### src/e3oh_params.svh
// Constants for the E3 overhead source selector
// Behaviour
// - User link bits come from the overhead input port or a register, never generated inside.
// - Path maintenance link bits come from the LAPD buffer, the overhead port or a register.
// - FA1 and FA2 are always generated inside; port values there are never inserted.
// - Each EM bit uses the internal value, each MA bit the MA register value, or a value inserted through the port.
// - TR, NR and GC are not generated; port insertion or register storage supplies them.
// - Software mask bits alter the sent state of internally generated overhead bits.
// - Configuration can select the LAPD buffer as source of the data link bits.
// - Terminal equipment can insert values at every insertable overhead position.
// - Port data is sampled at falling overhead clock while insert enable is high.
// - Overhead clock rises one bit period before each overhead bit is processed.
// - Insertion at non-insertable bits is ignored; accepted samples go to next frame.
`ifndef E3OH_PARAMS_SVH
`define E3OH_PARAMS_SVH
// Frame geometry, bits sent MSB first
`define E3OH_LAST_BIT    13'h10C7
`define E3OH_BYTE_FA1    10'h000
`define E3OH_BYTE_FA2    10'h001
`define E3OH_BYTE_EM     10'h03C
`define E3OH_BYTE_TR     10'h077
`define E3OH_BYTE_MA     10'h0B2
`define E3OH_BYTE_NR     10'h0ED
`define E3OH_BYTE_GC     10'h128
`define E3OH_SLOTS       40
// Position kinds; insertable kinds start at EM
`define E3OH_K_PAY       3'h0
`define E3OH_K_FA1       3'h1
`define E3OH_K_FA2       3'h2
`define E3OH_K_EM        3'h3
`define E3OH_K_TR        3'h4
`define E3OH_K_MA        3'h5
`define E3OH_K_NR        3'h6
`define E3OH_K_GC        3'h7
// Register byte offsets
`define E3OH_REG_CTRL    6'h00
`define E3OH_REG_FAMASK  6'h04
`define E3OH_REG_EMMASK  6'h08
`define E3OH_REG_MA      6'h0C
`define E3OH_REG_TR      6'h10
`define E3OH_REG_NR      6'h14
`define E3OH_REG_GC      6'h18
`define E3OH_REG_LAPD    6'h1C
`define E3OH_REG_STATUS  6'h20
`define E3OH_REG_ICOUNT  6'h24
// Reset, fill and framing pattern values
`define E3OH_CTRL_RST    2'h0
`define E3OH_LAPD_IDLE   8'h7E
`define E3OH_FA1_PAT     8'hF6
`define E3OH_FA2_PAT     8'h28
`endif

### src/e3oh_pkg.sv
// Types for the E3 overhead source selector
`include "e3oh_params.svh"
package e3oh_pkg;
  typedef enum logic [1:0] {E3OH_BUS_WAIT = 2'b01, E3OH_BUS_ACK = 2'b10} e3oh_bus_e;

  typedef struct packed {
    logic                    lclk_s1, lclk_s2, lclk_prev;
    logic                    data_s1, data_s2, ins_s1, ins_s2;
    logic [12:0]             bit_cnt;
    logic                    oh_clk, line_data, frame_pulse;
    logic [`E3OH_SLOTS-1:0]  cur_val, cur_vld, nxt_val, nxt_vld;
    logic [7:0]              bip_acc, bip_last, nr_lapd;
    logic                    enable, dl_lapd;
    logic [15:0]             fa_mask;
    logic [7:0]              em_mask, ma_val, tr_val, nr_val, gc_val;
    e3oh_bus_e               bus;
    logic [31:0]             rdata;
    logic [15:0]             frame_cnt, acc_cnt, ign_cnt;
  } e3oh_state_s;

  typedef struct packed {
    logic [7:0] data;
    logic       full;
    logic [7:0] sent_cnt;
  } e3oh_lapd_s;
endpackage

### src/e3oh_dl_if.sv
// Link between the framer and the LAPD byte buffer
`timescale 1ns/100ps
interface e3oh_dl_if;
  logic       load;
  logic [7:0] load_byte;
  logic       take;
  logic [7:0] tx_byte;
  logic       full;
  modport buffer (input load, load_byte, take, output tx_byte, full);
  modport framer (output load, load_byte, take, input tx_byte, full);
endinterface

### src/e3oh_tx_select.sv
// Transmit overhead source selection for the E3 frame
//
// Chosen here: the address map and the Avalon-MM register port.
`timescale 1ns/100ps
`include "e3oh_params.svh"
module e3oh_tx_select
  import e3oh_pkg::*;
#(
  parameter logic [7:0] FA1_PATTERN = `E3OH_FA1_PAT,
  parameter logic [7:0] FA2_PATTERN = `E3OH_FA2_PAT
) (
  // Clock, reset and freeze
  input  wire logic        ref_clk,
  input  wire logic        rst_n,
  input  wire logic        ce,
  // Avalon-MM register slave
  input  wire logic [5:0]  avs_address,
  input  wire logic        avs_read,
  input  wire logic        avs_write,
  input  wire logic [3:0]  avs_byteenable,
  input  wire logic [31:0] avs_writedata,
  output logic      [31:0] avs_readdata,
  output logic             avs_waitrequest,
  // Line side
  input  wire logic        tx_line_clk,
  output logic             tx_line_data,
  output logic             tx_frame_pulse,
  // Overhead insertion port
  input  wire logic        tx_overhead_data_in,
  input  wire logic        tx_overhead_insert_en,
  output logic             tx_overhead_clk_out
);
  localparam e3oh_state_s RST = '{bus: E3OH_BUS_WAIT, default: '0};
  localparam logic [12:0] NR_BIT0 = {`E3OH_BYTE_NR, 3'h0};

  e3oh_state_s q;
  e3oh_state_s d;
  e3oh_dl_if   dl ();

  function automatic logic [2:0] pos_kind(input logic [12:0] c);
    case (c[12:3])
      `E3OH_BYTE_FA1: pos_kind = `E3OH_K_FA1;
      `E3OH_BYTE_FA2: pos_kind = `E3OH_K_FA2;
      `E3OH_BYTE_EM:  pos_kind = `E3OH_K_EM;
      `E3OH_BYTE_TR:  pos_kind = `E3OH_K_TR;
      `E3OH_BYTE_MA:  pos_kind = `E3OH_K_MA;
      `E3OH_BYTE_NR:  pos_kind = `E3OH_K_NR;
      `E3OH_BYTE_GC:  pos_kind = `E3OH_K_GC;
      default:        pos_kind = `E3OH_K_PAY;
    endcase
  endfunction

  function automatic logic [31:0] rd_word(input e3oh_state_s s, input logic [5:0] a, input logic full);
    case (a)
      `E3OH_REG_CTRL:   rd_word = {30'h0, s.dl_lapd, s.enable};
      `E3OH_REG_FAMASK: rd_word = {16'h0, s.fa_mask};
      `E3OH_REG_EMMASK: rd_word = {24'h0, s.em_mask};
      `E3OH_REG_MA:     rd_word = {24'h0, s.ma_val};
      `E3OH_REG_TR:     rd_word = {24'h0, s.tr_val};
      `E3OH_REG_NR:     rd_word = {24'h0, s.nr_val};
      `E3OH_REG_GC:     rd_word = {24'h0, s.gc_val};
      `E3OH_REG_LAPD:   rd_word = {31'h0, full};
      `E3OH_REG_STATUS: rd_word = {8'h0, s.bip_last, s.frame_cnt};
      `E3OH_REG_ICOUNT: rd_word = {s.ign_cnt, s.acc_cnt};
      default:          rd_word = 32'h0000_0000;
    endcase
  endfunction

  logic        lclk_rise;
  logic        lclk_fall;
  logic        wrap;
  logic [12:0] nxt_cnt;
  logic [12:0] nxt2_cnt;
  logic [2:0]  kind_n;
  logic [2:0]  kind_n2;
  logic [2:0]  bi_n;
  logic [5:0]  slot_n;
  logic        ins_vld;
  logic        ins_val;
  logic        bit_val;
  logic        tx_bit;
  logic        acceptable;
  logic        wr_ack;

  assign lclk_rise  = q.lclk_s2 & ~q.lclk_prev;
  assign lclk_fall  = ~q.lclk_s2 & q.lclk_prev;
  assign wrap       = (q.bit_cnt == `E3OH_LAST_BIT);
  assign nxt_cnt    = wrap ? 13'h0000 : q.bit_cnt + 13'h0001;
  assign nxt2_cnt   = (nxt_cnt == `E3OH_LAST_BIT) ? 13'h0000 : nxt_cnt + 13'h0001;
  assign kind_n     = pos_kind(nxt_cnt);
  assign kind_n2    = pos_kind(nxt2_cnt);
  assign bi_n       = ~nxt_cnt[2:0];
  assign slot_n     = {3'(kind_n - `E3OH_K_EM), bi_n};
  assign ins_vld    = (kind_n >= `E3OH_K_EM) && q.cur_vld[slot_n];
  assign ins_val    = q.cur_val[slot_n];
  assign tx_bit     = q.enable ? bit_val : 1'b1;
  assign acceptable = q.enable && (kind_n >= `E3OH_K_EM) && !(kind_n == `E3OH_K_NR && q.dl_lapd);
  assign wr_ack     = (q.bus == E3OH_BUS_ACK) && avs_write;

  // Source choice for the bit about to be sent
  always_comb begin
    case (kind_n)
      `E3OH_K_FA1: bit_val = FA1_PATTERN[bi_n] ^ q.fa_mask[8 + bi_n];
      `E3OH_K_FA2: bit_val = FA2_PATTERN[bi_n] ^ q.fa_mask[bi_n];
      `E3OH_K_EM:  bit_val = ins_vld ? ins_val : q.bip_last[bi_n] ^ q.em_mask[bi_n];
      `E3OH_K_TR:  bit_val = ins_vld ? ins_val : q.tr_val[bi_n];
      `E3OH_K_MA:  bit_val = ins_vld ? ins_val : q.ma_val[bi_n];
      `E3OH_K_NR:  bit_val = q.dl_lapd ? q.nr_lapd[bi_n] : (ins_vld ? ins_val : q.nr_val[bi_n]);
      `E3OH_K_GC:  bit_val = ins_vld ? ins_val : q.gc_val[bi_n];
      default:     bit_val = 1'b1;
    endcase
  end

  always_comb begin
    d = q;
    d.lclk_s1   = tx_line_clk;
    d.lclk_s2   = q.lclk_s1;
    d.lclk_prev = q.lclk_s2;
    d.data_s1   = tx_overhead_data_in;
    d.data_s2   = q.data_s1;
    d.ins_s1    = tx_overhead_insert_en;
    d.ins_s2    = q.ins_s1;
    if (lclk_rise) begin
      d.bit_cnt     = nxt_cnt;
      d.line_data   = tx_bit;
      d.frame_pulse = (nxt_cnt == `E3OH_LAST_BIT);
      d.oh_clk      = q.enable && (kind_n2 != `E3OH_K_PAY);
      d.bip_acc     = (wrap ? 8'h00 : q.bip_acc) ^ ({7'h00, tx_bit} << bi_n);
      if (wrap) begin
        d.bip_last  = q.bip_acc;
        d.cur_val   = q.nxt_val;
        d.cur_vld   = q.nxt_vld;
        d.nxt_vld   = '0;
        d.frame_cnt = q.frame_cnt + 16'h0001;
      end
      if (dl.take) begin
        d.nr_lapd = dl.tx_byte;
      end
    end
    if (lclk_fall) begin
      d.oh_clk = 1'b0;
      if (q.oh_clk && q.ins_s2) begin
        if (acceptable) begin
          d.nxt_val[slot_n] = q.data_s2;
          d.nxt_vld[slot_n] = 1'b1;
          d.acc_cnt         = q.acc_cnt + 16'h0001;
        end else begin
          d.ign_cnt = q.ign_cnt + 16'h0001;
        end
      end
    end
    case (q.bus)
      E3OH_BUS_WAIT: begin
        if (avs_read || avs_write) begin
          d.bus   = E3OH_BUS_ACK;
          d.rdata = rd_word(q, avs_address, dl.full);
        end
      end
      E3OH_BUS_ACK: begin
        d.bus = E3OH_BUS_WAIT;
        if (avs_write && avs_byteenable[0]) begin
          case (avs_address)
            `E3OH_REG_CTRL: begin
              d.enable  = avs_writedata[0];
              d.dl_lapd = avs_writedata[1];
            end
            `E3OH_REG_FAMASK: d.fa_mask[7:0] = avs_writedata[7:0];
            `E3OH_REG_EMMASK: d.em_mask      = avs_writedata[7:0];
            `E3OH_REG_MA:     d.ma_val       = avs_writedata[7:0];
            `E3OH_REG_TR:     d.tr_val       = avs_writedata[7:0];
            `E3OH_REG_NR:     d.nr_val       = avs_writedata[7:0];
            `E3OH_REG_GC:     d.gc_val       = avs_writedata[7:0];
            default: d.bus = E3OH_BUS_WAIT;
          endcase
        end
        if (avs_write && avs_byteenable[1] && avs_address == `E3OH_REG_FAMASK) begin
          d.fa_mask[15:8] = avs_writedata[15:8];
        end
      end
      default: d.bus = E3OH_BUS_WAIT;
    endcase
  end

  always_ff @(posedge ref_clk or negedge rst_n) begin
    if (!rst_n) begin
      q <= RST;
    end else if (ce) begin
      q <= d;
    end
  end

  assign dl.load      = ce && wr_ack && avs_byteenable[0] && avs_address == `E3OH_REG_LAPD;
  assign dl.load_byte = avs_writedata[7:0];
  assign dl.take      = ce && lclk_rise && q.dl_lapd && nxt_cnt == NR_BIT0 - 13'h0001;

  e3oh_lapd_buf u_lapd (
    .ref_clk (ref_clk),
    .rst_n   (rst_n),
    .ce      (ce),
    .dl      (dl.buffer)
  );

  assign avs_readdata        = q.rdata;
  assign avs_waitrequest     = q.bus[0];
  assign tx_line_data        = q.line_data;
  assign tx_frame_pulse      = q.frame_pulse;
  assign tx_overhead_clk_out = q.oh_clk;
endmodule

### src/e3oh_lapd_buf.sv
// One-byte LAPD transmit buffer feeding the path maintenance link
`timescale 1ns/100ps
`include "e3oh_params.svh"
module e3oh_lapd_buf
  import e3oh_pkg::*;
(
  // Clock, reset and freeze
  input  wire logic  ref_clk,
  input  wire logic  rst_n,
  input  wire logic  ce,
  // Framer side
  e3oh_dl_if.buffer  dl
);
  e3oh_lapd_s q;
  e3oh_lapd_s d;

  always_comb begin
    d = q;
    if (dl.take && q.full) begin
      d.full     = 1'b0;
      d.sent_cnt = q.sent_cnt + 8'h01;
    end
    if (dl.load) begin
      d.data = dl.load_byte;
      d.full = 1'b1;
    end
  end

  always_ff @(posedge ref_clk or negedge rst_n) begin
    if (!rst_n) begin
      q <= '0;
    end else if (ce) begin
      q <= d;
    end
  end

  // Idle fill when software has not supplied a byte
  assign dl.tx_byte = q.full ? q.data : `E3OH_LAPD_IDLE;
  assign dl.full    = q.full;
endmodule

### config.mk
export PLATFORM = sky130hd
export DESIGN_NAME = e3oh_tx_select
export DESIGN_NICKNAME = d
export VERILOG_FILES = /design/src/e3oh_pkg.sv /design/src/e3oh_dl_if.sv /design/src/e3oh_tx_select.sv /design/src/e3oh_lapd_buf.sv
export VERILOG_INCLUDE_DIRS = /design/src
export SDC_FILE = /design/constraint.sdc
export NUM_CORES = 1
export LEC_CHECK = 0
export ABC_AREA = 1
export BUFFER_PORTS_ARGS = -buffer_cell sky130_fd_sc_hd__buf_2
export CAP_MARGIN = 20
export CORE_ASPECT_RATIO = 0.8
export CORE_MARGIN = 1
export CORE_UTILIZATION = 40
export CTS_CLUSTER_SIZE = 8
export DETAILED_ROUTE_END_ITERATION = 12
export PLACE_DENSITY = 0.57
export SYNTH_ARGS = -nofsm -noshare
export SYNTH_HDL_FRONTEND = slang
export SYNTH_SLANG_ARGS = --single-unit
### constraint.sdc
create_clock -name ref_clk -period 3.44 [get_ports ref_clk]
set_input_delay 0 -clock ref_clk [delete_from_list [all_inputs] [get_ports ref_clk]]
set_output_delay 0 -clock ref_clk [all_outputs]
set_load 0.005 [all_outputs]
==> impl_results.rst <==
.. list-table::
   :header-rows: 1

   * - Metric
     - Value
   * - Result of the run
     - complete, but fails checks
   * - Violated checks
     - setup timing
   * - Cell with the biggest individual delay on the critical path
     - dfrtp_2
   * - Post-DR wirelength/cell
     - 18.2 um
   * - Final setup violation count
     - 44
   * - Switching Share
     - 0.390
   * - Clock transition at the registers of the reported paths
     - 0.06 ns
   * - Internal power
     - 9.16 mW
   * - Most used cells in the layout excluding fill and tap cells
     - nand2_1, dfrtp_1, o21ai_0
   * - Met1 wire length
     - 25500 um
   * - Area of the mapped netlist
     - 17000 um2
   * - Worst min-delay path category
     - input pin to register
   * - Final RePlAce weighted congestion
     - 0.895
   * - Total of flip-flops plus latches after synthesis
     - 356
   * - Crit path max-delay family
     - simple AND/OR/NAND/NOR gates
   * - Max-slew violation count
     - 0
   * - Relative max-transition margin
     - 0.102
   * - PortBufs
     - 67
   * - Metal2 WL
     - 22500 um
   * - Synthesized net count
     - 2109
   * - Total Nets Final
     - 2361
   * - Die footprint
     - 43300 um2
   * - Nature of the critical path startpoint
     - register
   * - Final core utilization
     - 0.527
   * - Finished layout cell area
     - 22100 um2
   * - Setup slack on the worst flop-to-flop path
     - -0.19 ns
   * - Fraction of layout instances using a drive strength above 1
     - 0.249
   * - Power share of the clock group
     - 0.297
   * - Endpoints failing hold
     - 0
   * - Final Hold Slack
     - 0.0175 ns
   * - Clock Root Buffer
     - clkbuf_16
   * - DRC Markers
     - 0
   * - Die Height
     - 186 um
   * - Number of buffers inserted during clock tree synthesis
     - 50
   * - Num rows
     - 67
   * - Routed wire length
     - 52200 um
   * - DRC violation total after the first TritonRoute iteration
     - 1128
   * - Crit path top cell by count
     - nand2_2
   * - Via count normalized by instance count
     - 5.21
   * - Post-Synthesis Mean Instance Area
     - 8.31 um2
   * - Clock latency of the later-clocked register in the worst-skew pair
     - 0.59 ns
   * - Achievable Freq
     - 0.276 GHz
   * - Maximum level of the CTS H-tree
     - 2
   * - Number of buffers between clock root and the deepest sink
     - 3
   * - Area added between synthesis and finish
     - 30.0%
   * - Final worst setup slack
     - -0.186 ns
   * - Global-route wire length before repair
     - 81600 um
   * - Number of instances in the synthesized netlist
     - 2045
   * - Most frequent standard cell in the layout excluding fill and tap cells
     - nand2_1
   * - Number of sinks on the clock net
     - 356
   * - Fraction of power consumed by combinational cells
     - 0.409
   * - Bufs and invs on worst path
     - 3
   * - Pre-Repair DR Iteration Count
     - 5
   * - Highest routed layer
     - met4
   * - Net load switching power
     - 5.85 mW
   * - Crit Path Max Fanout
     - 8
   * - Post-route antenna net violation count
     - 0
   * - Static power due to leakage
     - 10.7 nW
   * - Crit end category
     - register
   * - Largest net degree at the start of global routing
     - 112
   * - Required time reported for the critical path endpoint
     - 3.95 ns
   * - Time the final worst path needs with I/O delays and setup
     - 3.63 ns
   * - Worst vdd ir
     - 0.000654 V
   * - Number of different library cells in the post-synthesis netlist
     - 49
   * - Io pins
     - 86
   * - Horizontal die dimension
     - 232 um
   * - Sequential cell area fraction in the yosys report
     - 0.524
   * - Proportion of power drawn by flip-flops and latches
     - 0.294
   * - PnR Total Power
     - 15.0 mW
   * - Initial antenna violation count
     - 1
   * - Cell area after placement
     - 19000 um2
   * - Hpwl dp
     - 35700 um
   * - Post-route fraction of the period consumed by the critical path
     - 1.05
   * - RSZ-0062 raised after global routing
     - yes
   * - Vias in the first global route
     - 14400
   * - Warnings from Yosys
     - 0
   * - Clock tree from TritonCTS
     - done
   * - Max-cap violation count
     - 0
   * - Met3 WL
     - 3180 um
   * - Antenna fix cells
     - 0
   * - Initial core utilization
     - 0.406
   * - Total via count in the routed design
     - 14900
   * - Final setup skew
     - 0.0449 ns
   * - WP data arrival
     - 4.13 ns
   * - Aggregate global-route resource usage
     - 0.240
   * - Fill cell total of the finished layout
     - 3878
   * - TNS Setup
     - -3.18 ns
   * - GR Overflow Total
     - 0
   * - PD cells
     - 679 nW/um2
   * - CP peak stage delay
     - 0.41 ns
   * - Measured slew at the worst slew-check pin
     - 1.35 ns
   * - Floorplan Core Area
     - 41900 um2
   * - Critical Setup Path Class
     - register to register
repair_timing:
item                       in CTS  in global routing
resized for setup              60                275
setup endpoints to repair     103                109
hold buffers                   24                  0
setup buffers                  18                 21
gates cloned                    0                  2
hold endpoints to repair      170                  0
pin swaps                      37                 76
Yosys cell counts, drive strengths merged:
library cell / n / share of area
o21ai: 280 / 0.083
clkinv: 5 / 0.0011
dfrtp: 355 / 0.52
mux2i: 1 / 0.00059
nand3: 110 / 0.033
o211ai: 3 / 0.0013
a41oi: 1 / 0.00052
mux2: 5 / 0.0033
o221ai: 8 / 0.0041
xor2: 46 / 0.024
ha: 14 / 0.010
clkbuf: 58 / 0.013
nand4: 32 / 0.013
nand2: 558 / 0.12
xnor2: 9 / 0.0046
or2: 3 / 0.0011
buf: 41 / 0.017
o22a: 10 / 0.0052
a22oi: 20 / 0.0088
nor3b: 3 / 0.0013
dfstp: 1 / 0.0015
nor3: 28 / 0.0092
a31o: 1 / 0.00052
a22o: 5 / 0.0026
a221oi: 10 / 0.0052
nor2: 159 / 0.038
nor4: 7 / 0.0035
and2: 1 / 0.00037
o2111ai: 3 / 0.0015
a211oi: 2 / 0.00088
inv: 197 / 0.044
or3: 1 / 0.00037
a21oi: 36 / 0.011
a31oi: 2 / 0.00074
nand3b: 2 / 0.00088
o22ai: 28 / 0.010
cell type report:
type                       instances  area (um2)  share of cell area
clock buffer                      62        1300              0.0587
tap                              552         691              0.0313
clock inverter                     4        81.3             0.00368
timing repair buffer             299        2350               0.107
inverter                         202         779              0.0353
multi-input combinational       1388        7980               0.361
sequential                       356        8910               0.403
flip-flops by register name, indices dropped and copies added, names as in the netlist:
signal and flops:
avs_readdata 32, avs_waitrequest 1, d 4, q 307, tx_frame_pulse 1, tx_line_data 1, tx_overhead_clk_out 1, u_lapd.dl.full 1
u_lapd.q 8
power groups by stage:
stage	registers, mW	clock network [mW]	logic, mW
after floorplan	4.45	0	2.49
after global placement	4.47	0	5.07
after detailed placement	4.47	0	5.08
after CTS	4.41	4.54	5.31
after global routing	4.42	4.71	6.49
final	4.41	4.45	6.14
worst min-delay path: cells and delay by family:
kind	cells	cell delay (ns)
AND/OR/NAND/NOR	4	0.28
buffers and inverters	2	0.26
layer usage:
metal	global-route usage	vias to the layer above
met5	0	-
met4	0.0543	0
met3	0.0416	72
met2	0.351	408
met1	0.370	7217
li1	-	7209
path summary, 6_finish.rpt:
path                                         start                           end  cells past startpoint
worst max-delay path            q[327]$_DFFE_PN0P_            q[158]$_DFFE_PN0P_                     27
worst min-delay path                      avs_read  avs_readdata[27]$_DFFE_PN0P_                      6
worst max register to register  q[327]$_DFFE_PN0P_            q[158]$_DFFE_PN0P_                     27
worst min register to register  d[345]$_DFFE_PN0P_            d[345]$_DFFE_PN0P_                      2
max in group asynchronous                    rst_n            q[245]$_DFFE_PN0P_                      3
min in group asynchronous                    rst_n            q[330]$_DFFE_PN0P_                      2
metrics by stage:
step                std cells  setup WS, ns
floorplan                2045       0.00413
global placement         2733        -0.249
detailed placement       2733        -0.355
CTS                      2840       -0.0929
global route             2863        -0.438
finish                   2863        -0.186
cell families (layout without fill, tap and decap cells):
kind of cell / after synthesis / after routing / synth area share
muxes: 6 / 6 / 0.00390
xor gates and xnor gates: 55 / 55 / 0.0283
buffers and inverters: 301 / 567 / 0.0740
and+or+nand+nor: 904 / 904 / 0.224
adders and majority gates: 14 / 14 / 0.0103
DFF: 356 / 356 / 0.524
AOI/OAI and AO/OA: 409 / 409 / 0.135
No activity file was read; power rests on OpenSTA's default activity.
